[src/logic/tfl_pkg.sv]
// Constants, register map and state types of the T1 data-link, loopback and interrupt block.
// Assumes a 20 MHz system clock that oversamples the 2.048 MHz serial bit clock.
package tfl_pkg;

  // System clock and serial frame timing
  localparam int unsigned CLK_PERIOD_NS = 50;
  localparam int unsigned FRAME_NS = 125000;
  localparam int unsigned HALF_SEC_NS = 500000000;
  localparam int unsigned FRAMES_PER_HALF = HALF_SEC_NS / FRAME_NS;
  localparam int unsigned FRAME_HZ = 8000;
  localparam int unsigned FDL_BPS = 4000;
  localparam int unsigned FRAMES_PER_FDL_BIT = FRAME_HZ / FDL_BPS;
  localparam logic [1:0] FDL_DIV_LAST = 2'(FRAMES_PER_FDL_BIT - 1);

  // APB register byte offsets
  localparam int unsigned APB_AW = 8;
  localparam logic [7:0] OFS_STATUS = 8'h00;
  localparam logic [7:0] OFS_CLEAR = 8'h04;
  localparam logic [7:0] OFS_ENABLE = 8'h08;
  localparam logic [7:0] OFS_CTRL_VIEW = 8'h0C;
  localparam logic [7:0] OFS_STATE_VIEW = 8'h10;

  // Event bits shared by status, clear and enable
  localparam int unsigned EVT_W = 3;
  localparam int unsigned EVT_CTRL = 0;
  localparam int unsigned EVT_SEC = 1;
  localparam int unsigned EVT_LINE = 2;

  // Control stream channel allocation
  localparam logic [4:0] CH_BOM = 5'h07;
  localparam logic [4:0] CH_CTRL = 5'h0B;
  localparam logic [4:0] CH_LOOP = 5'h0F;
  localparam logic [2:0] LAST_BIT = 3'h7;

  // Data-link flag and loopback code patterns (codes sent from bit 4 downward, flag from bit 7)
  localparam logic [7:0] FLAG_BYTE = 8'hFF;
  localparam logic [4:0] ACT_PATTERN = 5'h01;
  localparam logic [2:0] ACT_LEN = 3'h5;
  localparam logic [4:0] DEACT_PATTERN = 5'h04;
  localparam logic [2:0] DEACT_LEN = 3'h3;

  // Loopback control word, low two bits
  typedef enum logic [1:0] {
    LB_NORMAL = 2'b00,
    LB_PAYLOAD = 2'b01,
    LB_ACT_CODE = 2'b10,
    LB_DEACT_CODE = 2'b11
  } tfl_loop_t;

  // Interrupt group states, Gray along disarmed -> armed -> pending
  typedef enum logic [1:0] {
    GRP_DISARMED = 2'b00,
    GRP_ARMED = 2'b01,
    GRP_PENDING = 2'b11
  } tfl_grp_t;

  // Main control word carried in the control stream
  typedef struct packed {
    logic [5:0] spare;
    logic ack;
    logic bos;
  } tfl_ctrl_t;

  // Whole state of the block
  typedef struct packed {
    logic run;
    logic bclk_prev;
    logic fp_prev;
    logic [7:0] bit_cnt;
    logic [7:0] shift;
    tfl_ctrl_t ctrl;
    logic [7:0] bit_oriented_message;
    logic [7:0] loopw;
    logic [15:0] half_cnt;
    logic one_sec;
    logic [1:0] fdl_div;
    logic [3:0] fdl_idx;
    logic [15:0] fdl_word;
    logic fdl_bit;
    logic [2:0] code_idx;
    logic dst;
    tfl_grp_t [1:0] grp;
    logic line_oe_n;
    logic [EVT_W-1:0] sts;
    logic [EVT_W-1:0] ena;
    logic host_irq;
    logic pready;
    logic pslverr;
    logic [31:0] prdata;
  } tfl_state_t;

  // Reset value of the state: idle lines high, interrupt line released
  localparam tfl_state_t STATE_RST = '{
    bclk_prev: 1'b1,
    fp_prev: 1'b1,
    fdl_bit: 1'b1,
    dst: 1'b1,
    line_oe_n: 1'b1,
    grp: '{GRP_DISARMED, GRP_DISARMED},
    default: '0
  };

endpackage

[src/logic/tfl_fdl_loop_irq.sv]
// Data-link insertion, outgoing stream source selection, line interrupt and one-second timer.
// Assumes the serial bit clock, frame pulse and streams are synchronous inputs to pclk,
// which must run well above twice the bit clock rate.
//
// How it works
// - Control stream timed by bit clock; stream select retimed on pclk
// - Low reset suspends every function
// - Select low passes link input through untouched
// - Select high blocks the link input
// - Bit-oriented output sends FF flag then message
// - Square wave: low half second, high half
// - Interrupt pulls open-drain line low only
// - Acknowledge low releases the interrupt line
// - Re-arm group only once its sources idle
// - Outgoing stream from normal or loop input
// - Loopback word picks the stream source
// - Code modes fill payload with loopback code
// - Control word taken from channel 11
// - Message byte taken from channel 7
// - Loopback word taken from channel 15
`timescale 1ns/1ps

module tfl_fdl_loop_irq
  import tfl_pkg::*;
#(
  parameter int unsigned FRAMES_HALF = FRAMES_PER_HALF,
  parameter int unsigned SRC_W = 4
) (
  // APB slave
  input wire logic pclk,
  input wire logic presetn,
  input wire logic psel,
  input wire logic penable,
  input wire logic pwrite,
  input wire logic [APB_AW-1:0] paddr,
  input wire logic [31:0] pwdata,
  output logic [31:0] prdata,
  output logic pready,
  output logic pslverr,
  // Serial timing and streams
  input wire logic serial_bit_clock_in,
  input wire logic frame_pulse_in_n,
  input wire logic control_stream_in_b,
  input wire logic payload_stream_in_normal,
  input wire logic payload_stream_in_loop,
  output logic payload_stream_out,
  // Facility data link
  input wire logic link_msg_in,
  output logic link_msg_out,
  // Interrupt sources, open-drain line and host interrupt
  input wire logic [SRC_W-1:0] grp1_src,
  input wire logic [SRC_W-1:0] grp2_src,
  output logic line_irq_n,
  output logic line_irq_oe_n,
  output logic host_irq,
  // Timer
  output logic one_second_out
);

  tfl_state_t st_reg;
  tfl_state_t st_next;
  logic bit_edge;
  logic frame_tick;
  logic [4:0] chan;
  logic [7:0] rx_byte;
  logic payload_ch;
  tfl_loop_t mode;
  logic code_mode;
  logic [2:0] code_len;
  logic code_bit;
  logic [15:0] word_cur;
  logic [1:0][SRC_W-1:0] src;
  logic [EVT_W-1:0] evt;
  logic [EVT_W-1:0] clr;
  logic apb_setup;
  logic apb_acc;

  assign src = {grp2_src, grp1_src};

  // Next-state logic of the whole block
  always_comb begin
    st_next = st_reg;
    evt = '0;
    clr = '0;
    st_next.run = 1'b1;
    st_next.bclk_prev = serial_bit_clock_in;
    bit_edge = serial_bit_clock_in & ~st_reg.bclk_prev;
    frame_tick = bit_edge & ~frame_pulse_in_n & st_reg.fp_prev;
    chan = st_reg.bit_cnt[7:3];
    rx_byte = {st_reg.shift[6:0], control_stream_in_b};
    mode = tfl_loop_t'(st_reg.loopw[1:0]);
    code_mode = (mode == LB_ACT_CODE) || (mode == LB_DEACT_CODE);
    code_len = (mode == LB_ACT_CODE) ? ACT_LEN : DEACT_LEN;
    code_bit = (mode == LB_ACT_CODE) ? ACT_PATTERN[3'(3'h4 - st_reg.code_idx)]
                                     : DEACT_PATTERN[3'(3'h4 - st_reg.code_idx)];
    // Every fourth slot carries no payload, leaving 24 of 32
    payload_ch = (chan[1:0] != 2'b00);
    word_cur = (st_reg.fdl_idx == 4'h0) ? {FLAG_BYTE, st_reg.bit_oriented_message} : st_reg.fdl_word;

    // Frame counter and control channel capture on the bit clock rising edge
    if (bit_edge) begin
      st_next.fp_prev = frame_pulse_in_n;
      st_next.shift = rx_byte;
      st_next.bit_cnt = frame_pulse_in_n ? st_reg.bit_cnt + 8'h01 : 8'h00;
      if (st_reg.bit_cnt[2:0] == LAST_BIT) begin
        if (chan == CH_CTRL) begin
          st_next.ctrl = tfl_ctrl_t'(rx_byte);
          evt[EVT_CTRL] = (rx_byte != st_reg.ctrl);
        end
        if (chan == CH_BOM) begin
          st_next.bit_oriented_message = rx_byte;
        end
        if (chan == CH_LOOP) begin
          st_next.loopw = rx_byte;
        end
      end
    end

    // Half-second count of frame pulses; the wave starts low after reset
    if (frame_tick) begin
      if (st_reg.half_cnt == 16'(FRAMES_HALF - 1)) begin
        st_next.half_cnt = 16'h0000;
        st_next.one_sec = ~st_reg.one_sec;
        evt[EVT_SEC] = 1'b1;
      end else begin
        st_next.half_cnt = st_reg.half_cnt + 16'h0001;
      end
    end

    // Bit-oriented sender: one bit per two frames, flag byte first
    if (!st_reg.ctrl.bos) begin
      st_next.fdl_idx = 4'h0;
      st_next.fdl_bit = 1'b1;
      st_next.fdl_div = 2'h0;
    end else if (frame_tick) begin
      if (st_reg.fdl_div == FDL_DIV_LAST) begin
        st_next.fdl_div = 2'h0;
        st_next.fdl_bit = word_cur[15];
        st_next.fdl_word = {word_cur[14:0], 1'b0};
        st_next.fdl_idx = st_reg.fdl_idx + 4'h1;
      end else begin
        st_next.fdl_div = st_reg.fdl_div + 2'h1;
      end
    end

    // Outgoing stream source; registered so the pin never glitches
    case (mode)
      LB_NORMAL: st_next.dst = payload_stream_in_normal;
      LB_PAYLOAD: st_next.dst = payload_stream_in_loop;
      default: st_next.dst = payload_ch ? code_bit : 1'b1;
    endcase
    if (!code_mode) begin
      st_next.code_idx = 3'h0;
    end else if (bit_edge && payload_ch) begin
      st_next.code_idx = (st_reg.code_idx == 3'(code_len - 3'h1)) ? 3'h0
                                                                 : st_reg.code_idx + 3'h1;
    end

    // Interrupt groups; arming needs the acknowledge bit high and sources quiet
    for (int g = 0; g < 2; g++) begin
      case (st_reg.grp[g])
        GRP_DISARMED: begin
          if (st_reg.ctrl.ack && (src[g] == '0)) begin
            st_next.grp[g] = GRP_ARMED;
          end
        end
        GRP_ARMED: begin
          if (!st_reg.ctrl.ack) begin
            st_next.grp[g] = GRP_DISARMED;
          end else if (src[g] != '0) begin
            st_next.grp[g] = GRP_PENDING;
            evt[EVT_LINE] = 1'b1;
          end
        end
        GRP_PENDING: begin
          if (!st_reg.ctrl.ack) begin
            st_next.grp[g] = GRP_DISARMED;
          end
        end
        default: st_next.grp[g] = GRP_DISARMED;
      endcase
    end
    // The line is driven only while a group is pending; otherwise it floats
    st_next.line_oe_n = ~((st_next.grp[0] == GRP_PENDING) ||
                          (st_next.grp[1] == GRP_PENDING));

    // APB: answer is prepared in setup so pready rises in the first access cycle
    apb_setup = psel & ~penable;
    apb_acc = psel & penable & st_reg.pready;
    st_next.pready = apb_setup;
    if (apb_setup) begin
      st_next.pslverr = 1'b0;
      st_next.prdata = 32'h0000_0000;
      case (paddr)
        OFS_STATUS: st_next.prdata = 32'(st_reg.sts);
        OFS_CLEAR: st_next.prdata = 32'h0000_0000;
        OFS_ENABLE: st_next.prdata = 32'(st_reg.ena);
        OFS_CTRL_VIEW: st_next.prdata = {8'h00, st_reg.loopw, st_reg.bit_oriented_message, st_reg.ctrl};
        OFS_STATE_VIEW: st_next.prdata = {st_reg.half_cnt, 11'h000, st_reg.grp[1],
                                          st_reg.grp[0], st_reg.one_sec};
        default: st_next.pslverr = 1'b1;
      endcase
    end
    if (apb_acc && pwrite) begin
      if (paddr == OFS_ENABLE) begin
        st_next.ena = pwdata[EVT_W-1:0];
      end
      if (paddr == OFS_CLEAR) begin
        clr = pwdata[EVT_W-1:0];
      end
    end
    // A new event wins over a clear in the same cycle
    st_next.sts = (st_reg.sts & ~clr) | evt;
    st_next.host_irq = |(st_next.sts & st_next.ena);
  end

  // State register; reset suspends everything and floats the line
  always_ff @(posedge pclk or negedge presetn) begin
    if (!presetn) begin
      st_reg <= STATE_RST;
    end else begin
      st_reg <= st_next;
    end
  end

  // Outputs straight from the state register
  assign prdata = st_reg.prdata;
  assign pready = st_reg.pready;
  assign pslverr = st_reg.pslverr;
  assign payload_stream_out = st_reg.dst;
  assign one_second_out = st_reg.one_sec;
  assign host_irq = st_reg.host_irq;
  assign line_irq_oe_n = st_reg.line_oe_n;
  // Open drain: only ever drives low, the enable decides
  assign line_irq_n = 1'b0;
  // The pass-through path is not retimed, so it and the constant line_irq_n are the outputs without a flop
  assign link_msg_out = !st_reg.run ? 1'b1 :
                        st_reg.ctrl.bos ? st_reg.fdl_bit : link_msg_in;
endmodule

[config.mk]
export PLATFORM = sky130hd
export DESIGN_NAME = tfl_fdl_loop_irq
export DESIGN_NICKNAME = d
export VERILOG_FILES = /design/src/logic/tfl_pkg.sv /design/src/logic/tfl_fdl_loop_irq.sv
export SDC_FILE = /design/constraint.sdc
export NUM_CORES = 1
export LEC_CHECK = 0
export ABC_AREA = 0
export CAP_MARGIN = 20
export CORE_ASPECT_RATIO = 1.75
export CORE_MARGIN = 5
export CORE_UTILIZATION = 34
export DETAILED_ROUTE_END_ITERATION = 8
export DONT_BUFFER_PORTS = 1
export GPL_ROUTABILITY_DRIVEN = 0
export PLACE_DENSITY_LB_ADDON = 0.12
export REMOVE_ABC_BUFFERS = 1
export SLEW_MARGIN = 20
export SYNTH_ARGS = -nofsm -noshare
export SYNTH_HDL_FRONTEND = slang
export SYNTH_SLANG_ARGS = --single-unit
export TNS_END_PERCENT = 50
[constraint.sdc]
create_clock -name pclk -period 1.9 [get_ports pclk]
set_input_delay 0.095 -clock pclk [delete_from_list [all_inputs] [get_ports pclk]]
set_output_delay 0.095 -clock pclk [all_outputs]
set_load 0.02 [all_outputs]
; Word level (Yosys, flattened, before mapping)
; Memory sizes are Yosys's and may differ from the RTL's.
; Cells that the tools add are included.
[totals]
reg_bits = 131
mem_bits_ro = 16
input_bits = 59
output_inout_bits = 40
wordCells = 146
n_memories = 2
[mem_list]
columns = memory, words, word_bits, read_ports, rd_ports_with_merged_regs, wr, line
row1 = (name not given), 8, 1, 1, 0, 0, tfl_fdl_loop_irq.sv:95  ; : DEACT_PATTERN[3'(3'h4 - st_reg.code_idx)];
row2 = (name not given), 8, 1, 1, 0, 0, tfl_fdl_loop_irq.sv:94  ; code_bit = (mode == LB_ACT_CODE) ? ACT_PATTERN[3'(3'h4 - st_reg.code_idx)]
[op_classes]
addsub = 7
n_lt_le_gt_ge = 1
eq_ne = 24
muxes = 46
bitwise = 15
n_reduce_logical = 24
[op_table]
columns = op, count
row1 = $pmux 32 s4, 1
row2 = $mux 16, 2
row3 = $mux 3, 8
row4 = $mux 23, 1
row5 = $mux 21, 1
row6 = $mux 1, 19
row7 = $mux 2, 9
row8 = $add 16x1->16 const B, 1
row9 = $eq 16x12->1 const B, 1
row10 = $eq 8x4->1 const B, 2
row11 = $eq 2x2->1 const B, 6
row12 = $logic_not 4->1, 3
row13 = $pmux 2 s3, 2
row14 = $reduce_and 3->1, 4
row15 = $eq 5x4->1 const B, 2
row16 = $add 8x1->8 const B, 1
row17 = $eq 2x1->1 const B, 4
row18 = $eq 8x3->1 const B, 1
row19 = $eq 8x5->1 const B, 1
row20 = $logic_not 8->1, 1
row21 = $mux 8, 1
row22 = $ne 8x8->1, 1
row23 = $reduce_bool 4->1, 2
row24 = $and 1x1->1, 6
row25 = other kinds (23), 37

; Depth between registers and ports, before layout
[depth]
depth_word = 10
mapped_depth = 9

; Worst setup path before layout
; No wires, ideal clock.
[synth_timing]
path_type = reg-to-reg
from = register st_reg[122] (netlist name)
to = register st_reg[98] (netlist name)
arrival_ps = 1865
path_slack_ps = -89
path_stages_with_launch = 7
path_buffers = 0
period_less_slack_ps = 1989
path_cell_list = dfrtp_1 ha_1 ha_1 nand4b_1 or2_2 nor3b_2 mux2_2
[synth_between]
elab_chain_len = 2
[synth_lines]
columns = element, line
row1 = start: declaration, tfl_fdl_loop_irq.sv:60  ; tfl_state_t st_reg;
row2 = start signal: assignment, tfl_fdl_loop_irq.sv:222  ; st_reg <= st_next;
row3 = $eq 3x3->1, tfl_fdl_loop_irq.sv:105  ; if (st_reg.bit_cnt[2:0] == LAST_BIT) begin
row4 = $reduce_and 3->1 (no source line), n/a
; Every way passes these cells.
; A chain may end at the register's enable or synchronous reset.

; Final worst setup path
[layout_timing]
from = register st_reg[123] (netlist name)
to = register st_reg[103] (netlist name)
; Same word-level chain as after synthesis.

==> impl_results.md <==
* LEAKAGE at ~3.3 nW
* Fmax at 0.536 GHz
* Drt wl/cell at between 15 and 20 microns
* Clk_skew at 0.0101 ns
* Pin count of the biggest net entering global routing at 132
* CP dominant cell by count: ha_4
* Via/cell ratio at 4.93
* Final Hold Fails at 131
* Placed inst area at about 6400 sq um
* Setup Viol. Count Final at 0
* Total global routing overflow at 0
* Root Buffer: clkbuf_16
* Synthesized area at 6160 sq um
* Startpoint Class: flip-flop
* Via count at 4200
* Starting density of the core at 34.4%
* Routed WL at 14.6 mm
* Unique masters post-synth at 56
* Port bufs at 0
* VDD IR-drop max at 597 uV
* WP depth at 7
* Area of the multi-input gates at 2570 sq um
* Core area at 17900 sq um
* TritonCTS Sinks at 131
* Setup slack after layout at ~0.033 ns
* Unrepaired setup endpoints after global routing: true
* Remaining DRCs at 0
* ANT nets after route at 0
* Die X at 112 microns
* Sequential Area at 3280 sq um
* RR Startpoint: st_reg[123]
* Antenna violations before repair at 0
* R2r endpoint: st_reg[103]
* Cell accounting for the most synthesized area: dfrtp_1
* Synth warn at 0
* #FFs+latches synth at 131
* Primary FF master, synth: dfrtp_1
* Fillers at 1779
* CP Data Arrival Time at 2.16 ns
* Max-cap violations at 0
* TritonCTS clock tree: built
* Vias in the first global route at between 4k and 5k
* Worst reg2reg path depth at 7
* Ant. Diodes at 0
* Starting DRT DRC Count at 136
* Register area share after synthesis at a little over half
* Clk buf depth at 2
* Final Cell Area at 7300 sq um
* Die Area at roughly 21000 sq um
* Max FFs per register at 79
* Hold WS at -0.623 ns
* Final slew viol count at 0
* Number of flops mapped to enable cells by yosys at 0
* CP max FO at 8
* Pre-CTS WS at -0.0461 ns
* Ports at 99
* PD cells at about 970 nW/um^2
* Critical path capture point type: flip-flop
* Die height at 188 microns
* Final Critical Period at 1.87 ns
* Synth Instances at roughly 580
* Required time of the critical path at 2.20 ns
* Post-synth top area share at 51.2%
* Inst Count DP at 802
* Fraction of registers with async set/reset at 100%
* Nets at around 670
* First-pass GRT wire length at 23.4 mm
* Clock slew at reported path FFs at roughly 0.060 ns
* Synth-to-Final Area Change at 18.5%
* Cts hold-fix bufs at 13
* Slowest stage delay, CP at 0.39 ns
* Gr usage total at 14.2%
* Setup Crit Path Kind: reg2reg
* Worst Path Buf+Inv at 1
* Status: complete, but fails checks
* Final Cycle Share at 98.3%
* CP delay by family, top: simple AND/OR/NAND/NOR gates
* Drt first pass iters at 4
* CTS Buf Count at 17
* H-tree depth at 4
* CP Cell Sequence: ha_4 > ha_4 > nand4b_1 > or2_4 > nor3b_2 > buf_6 > mux2_4
* Min-Delay Path Class: in2async
* Slowest CP cell: dfrtp_1
* Synth area leaders: dfrtp_1 (51%), mux2_2 (6.2%), nand2_1 (6.2%), o21ai_0 (4.6%), buf_4 (4.1%)
* TNS Setup at 0 ns
* Reg2Reg Setup Slack at between 0.03 and 0.04 ns
* Later-pin clock latency in the skew report at 0.42 ns
* Site Rows at 65
* Share of post-route cells with drive strength above 1 at 21.7%
* Failing checks: hold timing
* Fin cells at ~850
* Synth Area per Inst at around 11 sq um
* Detail Placement HPWL at 10.1 mm
==> cell usage after synthesis (4+ instances only) <==
master and number:
dfrtp_1 126, nand2_1 101, o21ai_0 56, buf_4 34
mux2_2 34, nor2_1 28, xnor2_1 21, mux2i_1 17
nand3_1 15, clkbuf_1 14, a22oi_1 11, inv_1 10
ha_1 9, nand4_1 9, xor2_1 6, and2_1 5
buf_2 5, dfstp_2 5, nor2b_1 5, o21a_1 5
and3_1 4, nand2b_1 4, nor3_1 4
==> worst max path at each step <==
| stage | slack, ns | startpoint | to |
|---|---|---|---|
| global placement | -0.04 | st_reg[86] | st_reg[85] |
| CTS | 0.005 | st_reg[122] | st_reg[100] |
| global route | -0.05 | st_reg[123] | st_reg[102] |
| floorplan | -0.47 | st_reg[67] | st_reg[53] |
| finish | 0.03 | st_reg[123] | st_reg[103] |
| detailed placement | -0.05 | st_reg[86] | host_irq |
==> placed cells by master, fill, tap and decap left out, types with 4 or more instances in the layout <==
cell	n
buf_4	46
dlygate4sd3_1	13
xnor2_1	21
o21a_1	5
nor3_1	4
o21ai_0	55
a22oi_1	11
mux2_4	8
and2_1	5
and3_1	4
nand2_1	100
clkbuf_16	17
mux2_2	26
inv_1	10
nor2_1	28
xor2_1	6
dfrtp_1	126
nand3_1	15
nand4_1	9
ha_1	7
clkinvlp_4	4
nor2b_1	5
mux2i_1	17
nand2b_1	4
dfstp_2	5
==> cell type report <==
| cell class | count | share of cell area, % |
|---|---|---|
| Clock buffer | 21 | 6.45 |
| Clock inverter | 11 | 2.07 |
| Inverter | 11 | 0.566 |
| Multi-Input combinational cell | 384 | 35.2 |
| Sequential cell | 131 | 45.0 |
| Tap cell | 234 | 4.01 |
| Timing Repair Buffer | 60 | 6.67 |
==> repair_timing <==
item,in CTS,in global routing
pin swaps,2,4
hold endpoints to repair,156,131
setup buffers,0,5
gates resized for setup,3,17
setup endpoints to repair,10,29
==> through the flow <==
stage          util [%]  total power, mW
2_1_floorplan         -             3.41
3_3_place_gp       35.9             3.66
3_5_place_dp       35.9             3.67
4_1_cts            40.2             7.17
5_1_grt            40.8             7.39
6_report           40.8             7.10
==> layer usage <==
metal | vias to the layer above | part of all wire [%] | global-route usage, %
met5 | - | 0 | 0
met4 | 0 | 2.8 | 7.12
met3 | 24 | 3.3 | 3.36
met2 | 65 | 56 | 26.0
met1 | 2091 | 38 | 15.0
li1 | 2020 | - | -
==> kinds of logic (layout without fill, tap and decap cells) <==
group                      count (synthesis)  in the layout  share of synthesized area (%)
xor gates and xnor gates                  27             27                           3.84
adders and majority gates                  9              9                           1.83
DFF                                      131            131                           53.4
muxes                                     51             51                           8.98
buffers and inverters                     67            103                           6.26
and+or+nand+nor                          201            201                           16.3
other                                      2              2                          0.122
AOI/OAI and AO/OA                         94             94                           9.31
==> report_power, final <==
group	switching [mW]	internal [mW]	total [mW]
registers	0.146	2.94	3.08
logic	0.278	0.315	0.593
clock network	1.25	2.17	3.43
total	1.68	5.42	7.10
Note: power is estimated with default switching activity, not from simulation.
